$ cat config.mk
export PLATFORM = sky130hd
export DESIGN_NAME = limit_alert_bank
export DESIGN_NICKNAME = d
export VERILOG_FILES = /design/src/hdl/limit_alert_bank.v /design/src/hdl/serial_slave.v
export VERILOG_INCLUDE_DIRS = /design/src /design/src/hdl
export SDC_FILE = /design/constraint.sdc
export NUM_CORES = 1
export LEC_CHECK = 0
export BUFFER_PORTS_ARGS = -buffer_cell sky130_fd_sc_hd__buf_2
export CAP_MARGIN = 15
export CORE_ASPECT_RATIO = 1.75
export CORE_MARGIN = 2
export CORE_UTILIZATION = 35
export DETAILED_ROUTE_END_ITERATION = 16
export PLACE_DENSITY = 0.52
export SLEW_MARGIN = 20
export SYNTH_ARGS = -nofsm -noshare
export SYNTH_HDL_FRONTEND = slang
export SYNTH_SLANG_ARGS = --single-unit
export TNS_END_PERCENT = 20
$ cat constraint.sdc
create_clock -name clk -period 9.59 [get_ports clk]
set_input_delay 0.959 -clock clk [delete_from_list [all_inputs] [get_ports clk]]
set_output_delay 0.959 -clock clk [all_outputs]
set_load 0.01 [all_outputs]
$ cat src/hdl/limit_alert_regs.vh
// Purpose: Offsets, field positions and reset values of the limit alert bank
// Assumes: 7-bit device address, 8-bit command code, 16-bit words low first
// Notes:   Included by the bank design file, the host model and the bench
`ifndef LIMIT_ALERT_REGS_VH
`define LIMIT_ALERT_REGS_VH

`define BATTERY_VOLTAGE_LOW_LIMIT_OFF    8'h01
`define BATTERY_VOLTAGE_HIGH_LIMIT_OFF   8'h02
`define INPUT_VOLTAGE_LOW_LIMIT_OFF      8'h03
`define INPUT_VOLTAGE_HIGH_LIMIT_OFF     8'h04
`define SYSTEM_VOLTAGE_LOW_LIMIT_OFF     8'h05
`define SYSTEM_VOLTAGE_HIGH_LIMIT_OFF    8'h06
`define INPUT_CURRENT_HIGH_LIMIT_OFF     8'h07
`define CHARGE_CURRENT_LOW_LIMIT_OFF     8'h08
`define DIE_HEAT_HIGH_LIMIT_OFF          8'h09
`define SERIES_RESISTANCE_HIGH_LIMIT_OFF 8'h0a
`define THERMISTOR_COLD_LIMIT_OFF        8'h0b
`define THERMISTOR_HOT_LIMIT_OFF         8'h0c
`define LIMIT_ALERT_ENABLES_OFF          8'h0d
`define CHARGER_STATE_ALERT_ENABLES_OFF  8'h0e
`define LIMIT_ALERT_FLAGS_OFF            8'h36
`define CHARGER_STATE_ALERT_FLAGS_OFF    8'h37
`define BATTERY_VOLTAGE_OFF              8'h3a
`define INPUT_VOLTAGE_OFF                8'h3b
`define SYSTEM_VOLTAGE_OFF               8'h3c
`define INPUT_CURRENT_OFF                8'h3d
`define CHARGE_CURRENT_OFF               8'h3e
`define DIE_HEAT_OFF                     8'h3f
`define THERMISTOR_RATIO_OFF             8'h40
`define SERIES_RESISTANCE_OFF            8'h41

`define LIMIT_RESET_VALUE                16'h0000
`define ENABLE_RESET_VALUE               16'h0000
`define LIMIT_ENABLE_MASK                16'hbfff
`define STATE_ENABLE_MASK                16'h07c0

`define BIT_MEAS_VALID                   15
`define BIT_CHARGE_COUNT_LOW             13
`define BIT_CHARGE_COUNT_HIGH            12
`define BIT_BATTERY_VOLTAGE_LOW          11
`define BIT_BATTERY_VOLTAGE_HIGH         10
`define BIT_INPUT_VOLTAGE_LOW            9
`define BIT_INPUT_VOLTAGE_HIGH           8
`define BIT_SYSTEM_VOLTAGE_LOW           7
`define BIT_SYSTEM_VOLTAGE_HIGH          6
`define BIT_INPUT_CURRENT_HIGH           5
`define BIT_CHARGE_CURRENT_LOW           4
`define BIT_DIE_HEAT_HIGH                3
`define BIT_RESISTANCE_HIGH              2
`define BIT_COLD_BATTERY                 1
`define BIT_HOT_BATTERY                  0

`define ALERT_RESPONSE_ADDR              7'h0c
`define DEVICE_ADDR_DEFAULT              7'h68

`endif

$ cat src/hdl/limit_alert_bank.v
// Purpose: Limit thresholds, alert enables, flags and alert line
// Assumes: Measurements and charger state arrive on clk, signed words
// Notes:   Words go low byte first; command byte auto-increments
// Function
// - Every register sixteen bits, active high
// - Limit thresholds compare as signed numbers
// - Battery limits share battery measurement encoding
// - Input and system limits share measurement encoding
// - Current limits share current measurement encoding
// - Die heat, resistance limits share encoding
// - Ratio high means cold, low hot
// - Limit enable register, resets to zero
// - Limit enable bit positions fixed
// - Enabled limit alert sets matching flag
// - Charger state enables gate bits ten:six
// - Alert line low until alert response
// - Flags clear only by writing zero
`include "limit_alert_regs.vh"
module limit_alert_bank
(
    // Clock and reset
    input  wire        clk,
    input  wire        reset_n,
    // Serial pins
    input  wire        scl_in,
    input  wire        sda_in,
    output wire        sda_out,
    output wire        sda_oe,
    output wire        alert_out,
    output wire        alert_oe,
    // Measurements
    input  wire [15:0] battery_voltage,
    input  wire [15:0] input_voltage,
    input  wire [15:0] system_voltage,
    input  wire [15:0] input_current,
    input  wire [15:0] charge_current,
    input  wire [15:0] die_heat,
    input  wire [15:0] thermistor_ratio,
    input  wire [15:0] series_resistance,
    // Events from other blocks
    input  wire        meas_valid_event,
    input  wire        charge_count_low_event,
    input  wire        charge_count_high_event,
    input  wire [15:0] charger_state_event
);

reg  [1:0]  scl_sync_r;
reg  [1:0]  sda_sync_r;
reg  [15:0] limit_r [1:12];
reg  [15:0] limit_alert_enables_r;
reg  [15:0] charger_state_alert_enables_r;
reg  [15:0] limit_flags_r;
reg  [15:0] state_flags_r;
reg  [15:0] limit_flags_nxt;
reg  [15:0] state_flags_nxt;
reg  [7:0]  cmd_r;
reg         cmd_loaded_r;
reg         byte_hi_r;
reg  [7:0]  low_byte_r;
reg  [15:0] rd_word_r;
reg         alert_r;
reg  [15:0] limit_hit;
reg  [15:0] write_clear;
reg  [15:0] state_write_clear;

wire        start_p;
wire        stop_p;
wire        addr_wr_p;
wire        wr_byte_p;
wire [7:0]  wr_byte;
wire        rd_req_p;
wire        ara_done_p;
wire [15:0] full_word = {wr_byte, low_byte_r};
wire        word_done = wr_byte_p & cmd_loaded_r & byte_hi_r;
wire        battery_voltage_low_notify_enable =
            limit_alert_enables_r[`BIT_BATTERY_VOLTAGE_LOW];
wire        battery_voltage_high_notify_enable =
            limit_alert_enables_r[`BIT_BATTERY_VOLTAGE_HIGH];
wire        input_voltage_low_notify_enable =
            limit_alert_enables_r[`BIT_INPUT_VOLTAGE_LOW];
wire        input_voltage_high_notify_enable =
            limit_alert_enables_r[`BIT_INPUT_VOLTAGE_HIGH];
wire        system_voltage_low_notify_enable =
            limit_alert_enables_r[`BIT_SYSTEM_VOLTAGE_LOW];
wire        system_voltage_high_notify_enable =
            limit_alert_enables_r[`BIT_SYSTEM_VOLTAGE_HIGH];
wire        input_current_high_notify_enable =
            limit_alert_enables_r[`BIT_INPUT_CURRENT_HIGH];
wire        charge_current_low_notify_enable =
            limit_alert_enables_r[`BIT_CHARGE_CURRENT_LOW];
wire        die_heat_notify_enable =
            limit_alert_enables_r[`BIT_DIE_HEAT_HIGH];
wire        resistance_high_notify_enable =
            limit_alert_enables_r[`BIT_RESISTANCE_HIGH];
wire        cold_battery_notify_enable =
            limit_alert_enables_r[`BIT_COLD_BATTERY];
wire        hot_battery_notify_enable =
            limit_alert_enables_r[`BIT_HOT_BATTERY];

// Signed compare: measurement below threshold
function below;
    input [15:0] meas;
    input [15:0] lim;
    begin
        below = $signed(meas) < $signed(lim);
    end
endfunction

// Own address is fixed; change the parameter per board
parameter [6:0] DEVICE_ADDR = `DEVICE_ADDR_DEFAULT;

always @(posedge clk)
begin
    if (!reset_n)
    begin
        scl_sync_r <= 2'b11;
        sda_sync_r <= 2'b11;
    end
    else
    begin
        scl_sync_r <= {scl_sync_r[0], scl_in};
        sda_sync_r <= {sda_sync_r[0], sda_in};
    end
end

serial_slave u_slave
(
    .clk        (clk),
    .reset_n    (reset_n),
    .scl_s      (scl_sync_r[1]),
    .sda_s      (sda_sync_r[1]),
    .sda_oe     (sda_oe),
    .own_addr   (DEVICE_ADDR),
    .ara_armed  (alert_r),
    .start_p    (start_p),
    .stop_p     (stop_p),
    .addr_wr_p  (addr_wr_p),
    .wr_byte_p  (wr_byte_p),
    .wr_byte    (wr_byte),
    .rd_req_p   (rd_req_p),
    .rd_byte    (byte_hi_r ? rd_word_r[15:8] : rd_word_r[7:0]),
    .ara_done_p (ara_done_p)
);

assign sda_out   = 1'b0;
assign alert_out = 1'b0;
assign alert_oe  = alert_r;

// Read mux; reserved bits and unmapped commands read zero
always @(posedge clk)
begin
    if (!reset_n)
        rd_word_r <= 16'h0000;
    else if (cmd_r >= `BATTERY_VOLTAGE_LOW_LIMIT_OFF &&
             cmd_r <= `THERMISTOR_HOT_LIMIT_OFF)
        rd_word_r <= limit_r[cmd_r[3:0]];
    else if (cmd_r == `LIMIT_ALERT_ENABLES_OFF)
        rd_word_r <= limit_alert_enables_r;
    else if (cmd_r == `CHARGER_STATE_ALERT_ENABLES_OFF)
        rd_word_r <= charger_state_alert_enables_r;
    else if (cmd_r == `LIMIT_ALERT_FLAGS_OFF)
        rd_word_r <= limit_flags_r;
    else if (cmd_r == `CHARGER_STATE_ALERT_FLAGS_OFF)
        rd_word_r <= state_flags_r;
    else
        rd_word_r <= 16'h0000;
end

// Command pointer and byte pairing
always @(posedge clk)
begin
    if (!reset_n)
    begin
        cmd_r        <= 8'h00;
        cmd_loaded_r <= 1'b0;
        byte_hi_r    <= 1'b0;
        low_byte_r   <= 8'h00;
    end
    else if (start_p || stop_p)
    begin
        cmd_loaded_r <= 1'b0;
        byte_hi_r    <= 1'b0;
    end
    else if (addr_wr_p)
        cmd_loaded_r <= 1'b0;
    else if (wr_byte_p && !cmd_loaded_r)
    begin
        cmd_r        <= wr_byte;
        cmd_loaded_r <= 1'b1;
        byte_hi_r    <= 1'b0;
    end
    else if (wr_byte_p || rd_req_p)
    begin
        low_byte_r <= wr_byte;
        byte_hi_r  <= ~byte_hi_r;
        if (byte_hi_r)
            cmd_r <= cmd_r + 8'h01;
    end
end

// Threshold and enable registers
genvar gi;
generate
    for (gi = 1; gi <= 12; gi = gi + 1)
    begin : g_limit
        always @(posedge clk)
        begin
            if (!reset_n)
                limit_r[gi] <= `LIMIT_RESET_VALUE;
            else if (word_done && cmd_r == gi)
                limit_r[gi] <= full_word;
        end
    end
endgenerate

always @(posedge clk)
begin
    if (!reset_n)
    begin
        limit_alert_enables_r         <= `ENABLE_RESET_VALUE;
        charger_state_alert_enables_r <= `ENABLE_RESET_VALUE;
    end
    else if (word_done && cmd_r == `LIMIT_ALERT_ENABLES_OFF)
        limit_alert_enables_r <= full_word & `LIMIT_ENABLE_MASK;
    else if (word_done && cmd_r == `CHARGER_STATE_ALERT_ENABLES_OFF)
        charger_state_alert_enables_r <=
            full_word & `STATE_ENABLE_MASK;
end

// Limit detection per enabled bit
always @*
begin
    limit_hit = 16'h0000;
    limit_hit[`BIT_MEAS_VALID] = meas_valid_event;
    limit_hit[`BIT_CHARGE_COUNT_LOW] = charge_count_low_event;
    limit_hit[`BIT_CHARGE_COUNT_HIGH] = charge_count_high_event;
    limit_hit[`BIT_BATTERY_VOLTAGE_LOW] = battery_voltage_low_notify_enable &
        below(battery_voltage, limit_r[1]);
    limit_hit[`BIT_BATTERY_VOLTAGE_HIGH] = battery_voltage_high_notify_enable &
        below(limit_r[2], battery_voltage);
    limit_hit[`BIT_INPUT_VOLTAGE_LOW] = input_voltage_low_notify_enable &
        below(input_voltage, limit_r[3]);
    limit_hit[`BIT_INPUT_VOLTAGE_HIGH] = input_voltage_high_notify_enable &
        below(limit_r[4], input_voltage);
    limit_hit[`BIT_SYSTEM_VOLTAGE_LOW] = system_voltage_low_notify_enable &
        below(system_voltage, limit_r[5]);
    limit_hit[`BIT_SYSTEM_VOLTAGE_HIGH] = system_voltage_high_notify_enable &
        below(limit_r[6], system_voltage);
    limit_hit[`BIT_INPUT_CURRENT_HIGH] = input_current_high_notify_enable &
        below(limit_r[7], input_current);
    limit_hit[`BIT_CHARGE_CURRENT_LOW] = charge_current_low_notify_enable &
        below(charge_current, limit_r[8]);
    limit_hit[`BIT_DIE_HEAT_HIGH] = die_heat_notify_enable &
        below(limit_r[9], die_heat);
    limit_hit[`BIT_RESISTANCE_HIGH] = resistance_high_notify_enable &
        below(limit_r[10], series_resistance);
    limit_hit[`BIT_COLD_BATTERY] = cold_battery_notify_enable &
        below(limit_r[11], thermistor_ratio);
    limit_hit[`BIT_HOT_BATTERY] = hot_battery_notify_enable &
        below(thermistor_ratio, limit_r[12]);
    limit_hit = limit_hit & limit_alert_enables_r;
end

// Flags: write of zero clears a bit, a new hit in the same cycle wins
always @*
begin
    write_clear = 16'h0000;
    state_write_clear = 16'h0000;
    if (word_done && cmd_r == `LIMIT_ALERT_FLAGS_OFF)
        write_clear = ~full_word;
    if (word_done && cmd_r == `CHARGER_STATE_ALERT_FLAGS_OFF)
        state_write_clear = ~full_word;
    limit_flags_nxt = (limit_flags_r & ~write_clear) | limit_hit;
    state_flags_nxt = (state_flags_r & ~state_write_clear) |
        (charger_state_event & charger_state_alert_enables_r);
end

always @(posedge clk)
begin
    if (!reset_n)
    begin
        limit_flags_r <= 16'h0000;
        state_flags_r <= 16'h0000;
        alert_r       <= 1'b0;
    end
    else
    begin
        limit_flags_r <= limit_flags_nxt;
        state_flags_r <= state_flags_nxt;
        // A flag rising in the response cycle wins over the release
        if (|(limit_flags_nxt & ~limit_flags_r) ||
            |(state_flags_nxt & ~state_flags_r))
            alert_r <= 1'b1;
        else if (ara_done_p)
            alert_r <= 1'b0;
    end
end

endmodule

$ cat src/hdl/serial_slave.v
// Purpose: Two-wire serial slave, byte level, sampled on clk
// Assumes: Bus lines already passed two flip-flops
// Notes:   Answers own address and, when armed, the alert response address
module serial_slave
(
    // Clock and reset
    input  wire        clk,
    input  wire        reset_n,
    // Synchronised bus levels
    input  wire        scl_s,
    input  wire        sda_s,
    // Data line drive
    output reg         sda_oe,
    // Addressing
    input  wire [6:0]  own_addr,
    input  wire        ara_armed,
    // Byte side
    output reg         start_p,
    output reg         stop_p,
    output reg         addr_wr_p,
    output reg         wr_byte_p,
    output reg  [7:0]  wr_byte,
    output reg         rd_req_p,
    input  wire [7:0]  rd_byte,
    output reg         ara_done_p
);

localparam ST_IDLE = 3'd0;
localparam ST_ADDR = 3'd1;
localparam ST_AACK = 3'd2;
localparam ST_WRB  = 3'd3;
localparam ST_WACK = 3'd4;
localparam ST_RDB  = 3'd5;
localparam ST_RACK = 3'd6;
localparam ST_ARA  = 3'd7;

reg        scl_q;
reg        sda_q;
reg [2:0]  state_r;
reg [3:0]  cnt_r;
reg [7:0]  sh_r;
reg        rd_dir_r;
reg        is_ara_r;

wire scl_rise = scl_s & ~scl_q;
wire scl_fall = ~scl_s & scl_q;
wire start_c  = scl_s & scl_q & sda_q & ~sda_s;
wire stop_c   = scl_s & scl_q & ~sda_q & sda_s;

always @(posedge clk)
begin
    start_p    <= 1'b0;
    stop_p     <= 1'b0;
    addr_wr_p  <= 1'b0;
    wr_byte_p  <= 1'b0;
    rd_req_p   <= 1'b0;
    ara_done_p <= 1'b0;
    if (!reset_n)
    begin
        scl_q    <= 1'b1;
        sda_q    <= 1'b1;
        state_r  <= ST_IDLE;
        cnt_r    <= 4'h0;
        sh_r     <= 8'h00;
        rd_dir_r <= 1'b0;
        is_ara_r <= 1'b0;
        sda_oe   <= 1'b0;
        wr_byte  <= 8'h00;
    end
    else
    begin
        scl_q <= scl_s;
        sda_q <= sda_s;
        if (start_c)
        begin
            start_p <= 1'b1;
            state_r <= ST_ADDR;
            cnt_r   <= 4'h0;
            sda_oe  <= 1'b0;
        end
        else if (stop_c)
        begin
            stop_p  <= 1'b1;
            state_r <= ST_IDLE;
            sda_oe  <= 1'b0;
        end
        else
        begin
            case (state_r)
                ST_IDLE:
                    sda_oe <= 1'b0;
                ST_ADDR, ST_WRB:
                    if (scl_rise)
                    begin
                        sh_r  <= {sh_r[6:0], sda_s};
                        cnt_r <= cnt_r + 4'h1;
                    end
                    else if (scl_fall && cnt_r == 4'h8)
                    begin
                        cnt_r <= 4'h0;
                        if (state_r == ST_ADDR)
                        begin
                            rd_dir_r <= sh_r[0];
                            is_ara_r <= ara_armed && sh_r[0] &&
                                        sh_r[7:1] == `ALERT_RESPONSE_ADDR;
                            if (sh_r[7:1] == own_addr ||
                                (ara_armed && sh_r[0] &&
                                 sh_r[7:1] == `ALERT_RESPONSE_ADDR))
                            begin
                                sda_oe  <= 1'b1;
                                state_r <= ST_AACK;
                                if (!sh_r[0])
                                    addr_wr_p <= 1'b1;
                            end
                            else
                                state_r <= ST_IDLE;
                        end
                        else
                        begin
                            wr_byte   <= sh_r;
                            wr_byte_p <= 1'b1;
                            sda_oe    <= 1'b1;
                            state_r   <= ST_WACK;
                        end
                    end
                ST_AACK, ST_WACK:
                    if (scl_fall)
                    begin
                        sda_oe <= 1'b0;
                        if (!rd_dir_r)
                            state_r <= ST_WRB;
                        else if (is_ara_r)
                        begin
                            sh_r    <= {own_addr, 1'b0};
                            sda_oe  <= ~own_addr[6];
                            state_r <= ST_ARA;
                        end
                        else
                        begin
                            sh_r    <= rd_byte;
                            sda_oe  <= ~rd_byte[7];
                            rd_req_p <= 1'b1;
                            state_r <= ST_RDB;
                        end
                    end
                ST_RDB, ST_ARA:
                    if (scl_fall)
                    begin
                        cnt_r <= cnt_r + 4'h1;
                        if (cnt_r == 4'h7)
                        begin
                            sda_oe  <= 1'b0;
                            state_r <= ST_RACK;
                            if (state_r == ST_ARA)
                                ara_done_p <= 1'b1;
                        end
                        else
                        begin
                            sh_r   <= {sh_r[6:0], 1'b0};
                            sda_oe <= ~sh_r[6];
                        end
                    end
                ST_RACK:
                    if (scl_rise)
                    begin
                        cnt_r <= 4'h0;
                        // Nack from master ends the read
                        state_r <= (sda_s || is_ara_r) ? ST_IDLE : ST_AACK;
                    end
                default:
                    state_r <= ST_IDLE;
            endcase
        end
    end
end

endmodule

==> run_results.csv, run 1 <==
group,metric,value,unit
outcome,status,"finished clean",
setup_path,worstSetupStartpoint,"input_voltage[15]",
logic_synthesis,yosys.area.top_type,"edfxtp_1",
route,dr.first_iter.drc_count,985,
floorplan,initial_core_util,35.3,%
clocking,htreeDepth,2,
global_route,grt_pass1_vias,14900,
logic_synthesis,synth.top_cell.area_share,30.2,%
route,via_per_inst,5.35,
floorplan,ios,155,
sta,period_needed,3.35,ns
setup_path,worstRegToRegCells,4,
logic_synthesis,syn_area,19100,µm²
global_route,grt_pass1_wl,91.7,mm
setup_path,crit_slowest_cell,"or4_1",
setup_path,arrival,3.78,ns
placed_design,place_hpwl,49.3,mm
power_and_ir_drop,irDropWorstVdd,0.000132,V
sta,finalMaxSlewViolations,0,
clocking,path_clk_slew,0.06,ns
clocking,cts_buffer_depth,3,
setup_path,crit_fanout,4,
setup_path,startpoint_type,"input port",
clocking,cts_hold_buf,0,
setup_path,cp_data_required_time,10.02,ns
logic_synthesis,ys_async_sr_fraction,0,%
logic_synthesis,synth.most_common_cell,"inv_1",
setup_path,path_class,"input port to register",
logic_synthesis,ys.flop_type,"edfxtp_1",
setup_path,path_cells,"buf_2 -> inv_1 -> ha_1 -> and4_1 -> nand4_1 -> or4_1 -> o211ai_1 -> mux2i_1 -> a32oi_1 -> and4bb_1 -> a41oi_2",
floorplan,coreArea,54000,µm²
global_route,antenna_found_initial,1,
finish,drive_above_1_share,14.2,%
sta,rsz0062_at_grt,"no",
route,drc,0,
power_and_ir_drop,leakagePower,8.93,nW
floorplan,die_x,180,µm
clocking,cts_made_buffers,34,
floorplan,die-area,56400,µm²
logic_synthesis,avgSynthCellArea,10.1,µm²
logic_synthesis,synthCells,1882,
logic_synthesis,synth-edff-count,192,
sta,worst_slew_pin_slew,1.13,ns
run,drv_cap,0,
route,wire_per_inst,23.3,µm
sta,hold_viol_final,0,
finish,n_antenna_cell,0,
setup_path,worst_path_largest_cell_delay,0.59,ns
sta,slew_headroom,24.1,%
hold_path,hold_class,"register to register",
logic_synthesis,yosysSeqAreaShare,43.8,%
clocking,cts_resized,0,
logic_synthesis,synthTopCellsByArea,"edfxtp_1 30%, dfxtp_1 14%, ha_1 12%, and2_1 6.1%, mux4_2 5.7%",
sta,fin_tns_setup,0,ns
route,vias,14400,
route,firstDrtPassIters,8,
finish,area_growth,12.8,%
global_route,overflow,0,
sta,period_share,34.9,%
clocking,tritoncts,"yes",
setup_path,rrSetupSlack,6.32,ns
setup_path,timing.rr.start,"byte_hi_r",
logic_synthesis,yosys_warnings,0,
clocking,clk_latency,0.53,ns
setup_path,crit_buf_inv,2,
route,ant_nets,0,
setup_path,crit_end,"alert_oe",
placed_design,port_buffers,141,
global_route,grt_usage,21.9,%
sta,final.setup_skew,0.0325,ns
setup_path,cp_num_cells,11,
setup_path,critPathCaptureType,"register",
sta,setup_viol,0,
clocking,cts.sinks,321,
floorplan,die_h,313,µm
logic_synthesis,synth-seq-cells,321,
clocking,cts_root_buf,"clkbuf_16",
floorplan,rows,113,
setup_path,r2r_end,"limit_r[9][6]",
logic_synthesis,synthTopCellsByCount,"200 x inv_1, 192 x edfxtp_1, 187 x ha_1, 185 x and2_1",
clocking,post-cts-setup-buffers,0,
finish,finalNonFillerCells,2699,
setup_path,path_delay_family,"simple AND/OR/NAND/NOR gates",
placed_design,dp.cells,2639,
global_route,grt_max_degree,74,
placed_design,gp_congestion,0.901,
power_and_ir_drop,power-per-cell-area,144,nW/µm²
logic_synthesis,ys_types,76,
route,wirelength,62.8,mm
sta,timing.fmax,299,MHz
finish,final_nets,2323,
where the power goes:
group / switching [W] / internal, W
Clock: 0.000575 / 0.000775
Sequential: 0.0000170 / 0.00148
Combinational: 0.000152 / 0.0000955
Total: 0.000744 / 0.00235
stage by stage:
stage | worst slack [ns] | utilization [%] | total power, W | hold WS [ns] | area, µm²
after floorplan | 6.47 | - | 0.00166 | 0.386 | 19100
after global placement | 5.47 | 37.7 | 0.00177 | 0.393 | 20400
after detailed placement | 5.54 | 37.8 | 0.00178 | 0.392 | 20400
after CTS | 6.08 | 39.8 | 0.00313 | 0.406 | 21500
after global routing | 6.07 | 39.8 | 0.00320 | 0.414 | 21500
final | 6.24 | 39.8 | 0.00310 | 0.403 | 21500
final cells by class:
cell class	count	area (µm²)
Timing Repair Buffer	163	871
Clock inverter	16	163
Fill cell	5280	32500
Tap cell	690	863
Multi-Input combinational cell	1265	9570
Sequential cell	321	8350
Inverter	200	751
Clock buffer	44	940
routing by layer:
metal,up-vias,track usage (%),routed length [µm]
met4,0,12.3,3900
met3,114,2.37,2370
li1,6906,-,-
met2,397,43.2,34600
met5,-,0,0
met1,7031,22.0,21900
worst min path at each step:
stage,start,to,slack (ns),cells past startpoint
floorplan,scl_sync_r[0],scl_sync_r[1],0.39,1
global placement,scl_sync_r[0],scl_sync_r[1],0.39,1
detailed placement,scl_sync_r[0],scl_sync_r[1],0.39,1
CTS,scl_sync_r[0],scl_sync_r[1],0.41,1
global route,scl_sync_r[0],scl_sync_r[1],0.41,1
finish,scl_sync_r[0],scl_sync_r[1],0.40,1
worst reg2reg max path, cell delays in order (launching register included):
cell and delay (ns):
dfxtp_1 0.77, nand3_1 0.31, or3_1 0.61, o21ai_1 0.94
buf_4 0.33
registers in the layout (all words and copies together), names as in the netlist, 2 cells and up, named ones only:
| register | flops |
|---|---|
| scl_sync_r | 2 |
| state_flags_r | 16 |
| u_slave.wr_byte | 8 |
| limit_r | 192 |
| rd_word_r | 16 |
| cmd_r | 8 |
| u_slave.sh_r | 8 |
| sda_sync_r | 2 |
| limit_flags_r | 16 |
| u_slave.state_r | 3 |
| low_byte_r | 8 |
| limit_alert_enables_r | 15 |
| u_slave.cnt_r | 4 |
| charger_state_alert_enables_r | 5 |
cells in the final DEF, fill, tap and decap left out, drive strengths merged, types with 10 or more instances in the layout:
master  synthesis  layout
o211ai         11      11
or3            10      10
nor2b          13      13
clkbuf         67      44
buf            30     163
nor3           33      33
mux2i          50      50
edfxtp        192     192
inv           200     202
nor2          136     136
nand2         124     124
a222oi         16      16
nand2b         24      24
a21o           22      22
o211a          12      12
nand4          19      19
a211oi         33      33
o22ai          10      10
mux4           48      48
ha            187     187
o21ai          77      77
and2          186     186
dfxtp         129     129
a21oi         122     122
nand3          21      21
cell families (layout without fill, tap and decap cells):
| logic type | count (synthesis) | after routing | synth area share, % |
|---|---|---|---|
| xor gates and xnor gates | 6 | 6 | 0.276 |
| DFF | 321 | 321 | 43.8 |
| muxes | 98 | 98 | 8.29 |
| other | 1 | 2 | 0.0197 |
| adders and majority gates | 188 | 188 | 12.3 |
| and+or+nand+nor | 613 | 613 | 17.0 |
| AOI/OAI and AO/OA | 358 | 358 | 12.1 |
| buffers and inverters | 297 | 423 | 6.16 |
Note: power is estimated with default switching activity, not from simulation.
==> run 2: changes to the inputs <==
clock period = 3.4 ns   (was 9.59 ns; I/O delays follow)
==> run 2 against run 1 <==
Die area unchanged. Sequential share of layout area decreased by 0.56 points. Flip-flop and latch count unchanged. Wire length increased by 0.39%. Non-clock buffer count increased by 33. Utilization increased by 0.58 points. Sequential power increased to 2.8 times the previous value. Total power increased to 2.8 times the previous value. Register-to-register slack got worse by 5.9 ns. Cell area increased by 1.5%. Clock power increased to 2.9 times the previous value. Largest power group unchanged.
==> run_results.csv, run 2 (synthesis results as in run 1) <==
group,metric,value,unit
route,wire_per_inst,23.1,µm
setup_path,path_class,"register to register",
sta,slew_headroom,27.6,%
setup_path,worst_path_largest_cell_delay,0.53,ns
sta,whs,0.0202,ns
placed_design,place_hpwl,50.7,mm
floorplan,coreArea,54000,µm²
setup_path,crit_fanout,4,
route,drc,0,
finish,top_register,"limit_r",
floorplan,die-area,56400,µm²
setup_path,rrSetupSlack,0.41,ns
global_route,overflow,0,
setup_path,cp_data_required_time,3.86,ns
floorplan,ios,155,
hold_path,min-delay-start,"sda_in",
sta,worst_slew_pin_slew,1.08,ns
clocking,tritoncts,"yes",
setup_path,startpoint_type,"register",
power_and_ir_drop,power_switching,0.00211,W
clocking,cts_made_buffers,34,
run,drv_cap,0,
power_and_ir_drop,p_int,0.00669,W
floorplan,die_x,180,µm
power_and_ir_drop,leakagePower,9.13,nW
clocking,htreeDepth,2,
route,wirelength,63.0,mm
global_route,antenna_found_initial,0,
sta,finalMaxSlewViolations,0,
route,dr.first_iter.drc_count,948,
power_and_ir_drop,combPwrFrac,8.3,%
setup_path,timing.rr.start,"limit_r[4][15]",
global_route,grtUsageMet3,2.13,%
hold_path,holdPathEnd,"sda_sync_r[0]",
sta,period_share,87.8,%
sta,setup_viol,0,
finish,layout_common_cells,"199 x inv_1, 192 x edfxtp_1, 187 x ha_1, 185 x and2_1, 141 x buf_2",
sta,period_needed,2.99,ns
setup_path,worstRegToRegCells,9,
finish,area_growth,14.4,%
finish,largest_reg_flops,192,
clocking,cts_buffer_depth,3,
setup_path,arrival,3.44,ns
power_and_ir_drop,power-per-cell-area,403,nW/µm²
clocking,cts_hold_buf,0,
clocking,cts_resized,0,
route,vias,14600,
clocking,cts.sinks,321,
clocking,cts_root_buf,"clkbuf_16",
hold_path,hold_class,"input port to register",
finish,layout_commonest_cell,"inv_1",
floorplan,initial_core_util,35.3,%
global_route,grt_max_degree,55,
finish,drive_above_1_share,15.6,%
global_route,grt_usage,22.2,%
power_and_ir_drop,seq_power_share,48.0,%
floorplan,rows,113,
route,via_per_inst,5.33,
setup_path,crit_slowest_cell,"or4_1",
setup_path,path_cells,"ha_1 -> and4_1 -> nand4_1 -> or4_1 -> o211ai_1 -> mux2i_1 -> a32oi_1 -> and4bb_1 -> a41oi_2",
sta,rsz0062_at_grt,"no",
finish,fillers,5346,
setup_path,r2r_end,"alert_oe",
global_route,grt_pass1_vias,15200,
global_route,busiest_layer,"met2",
global_route,grtUsageMet1,22.1,%
floorplan,die_h,313,µm
clocking,path_clk_slew,0.06,ns
hold_path,whs_path_depth,2,
global_route,grt_util_met2,43.1,%
clocking,clk_latency,0.54,ns
outcome,status,"finished clean",
route,ant_nets,0,
power_and_ir_drop,pwr-share-clk,43.7,%
global_route,grt_pass1_wl,92.7,mm
placed_design,gp_congestion,0.862,
finish,final_nets,2356,
clocking,post-cts-setup-buffers,0,
sta,fin_tns_setup,0,ns
power_and_ir_drop,switching_share,24.0,%
sta,final.setup_skew,0.0207,ns
power_and_ir_drop,irDropWorstVdd,0.000331,V
sta,timing.fmax,335,MHz
route,firstDrtPassIters,8,
sta,hold_viol_final,0,
placed_design,port_buffers,141,
setup_path,critPathCaptureType,"register",
[run 2: cell count changes in the layout (fill, tap and decap cells not counted), sizes merged]
cell | before | now
diode | 0 | 1
bufinv | 3 | 2
clkbuf | 44 | 46
buf | 163 | 196
clkinvlp | 2 | 1
[run 2: how the worst max path moves through the flow]
stage                 startpoint                 to  slack (ns)  cells past startpoint
6_report          limit_r[4][15]           alert_oe        0.41                      9
5_1_grt                 cmd_r[2]  limit_flags_r[10]        0.31                      6
4_1_cts           limit_r[4][15]           alert_oe        0.42                      9
3_5_place_dp   input_voltage[15]           alert_oe        0.37                     11
3_3_place_gp   input_voltage[15]           alert_oe        0.40                     11
2_1_floorplan           cmd_r[4]      limit_r[5][0]        0.28                      5
[run 2: critical path, delay by kind of cell, from the launching register on]
kind | cells | cell delay, ns
fa+ha+maj | 1 | 0.35
simple gates | 4 | 1.20
flops | 1 | 0.42
compound gates | 3 | 0.48
mux | 1 | 0.46
[run 2: layout make-up]
class | instances | area (µm²) | share of cell area, %
multi-input combinational | 1265 | 9560 | 43.8
sequential | 321 | 8350 | 38.3
timing repair buffer | 196 | 1160 | 5.30
clock buffer | 46 | 1000 | 4.58
tap | 690 | 863 | 3.96
inverter | 200 | 751 | 3.44
clock inverter | 14 | 135 | 0.619
antenna | 1 | 2.50 | 0.0115
[run 2: routing by layer]
metal,vias to the layer above,part of all wire [%]
li1,6986,-
met1,7082,35
met2,356,55
met3,140,2.9
met4,0,7.4
met5,-,0
[run 2: per-stage QoR]
| step | util (%) | total power [W] | worst slack (ns) | cell area (µm²) | instances |
|---|---|---|---|---|---|
| floorplan | - | 0.00468 | 0.276 | 19100 | 1883 |
| global placement | 38.3 | 0.00502 | 0.397 | 20700 | 2672 |
| detailed placement | 38.3 | 0.00504 | 0.374 | 20700 | 2672 |
| CTS | 40.4 | 0.00888 | 0.416 | 21800 | 2732 |
| global route | 40.4 | 0.00909 | 0.307 | 21800 | 2732 |
| finish | 40.4 | 0.00880 | 0.414 | 21800 | 2733 |
[run 2: power by group through the flow]
| stage | Combinational (W) | Clock (W) | Sequential [W] |
|---|---|---|---|
| after floorplan | 0.000395 | 0 | 0.00428 |
| after global placement | 0.000716 | 0 | 0.00431 |
| after detailed placement | 0.000733 | 0 | 0.00431 |
| after CTS | 0.000737 | 0.00392 | 0.00422 |
| after global routing | 0.000810 | 0.00406 | 0.00423 |
| final | 0.000730 | 0.00385 | 0.00422 |
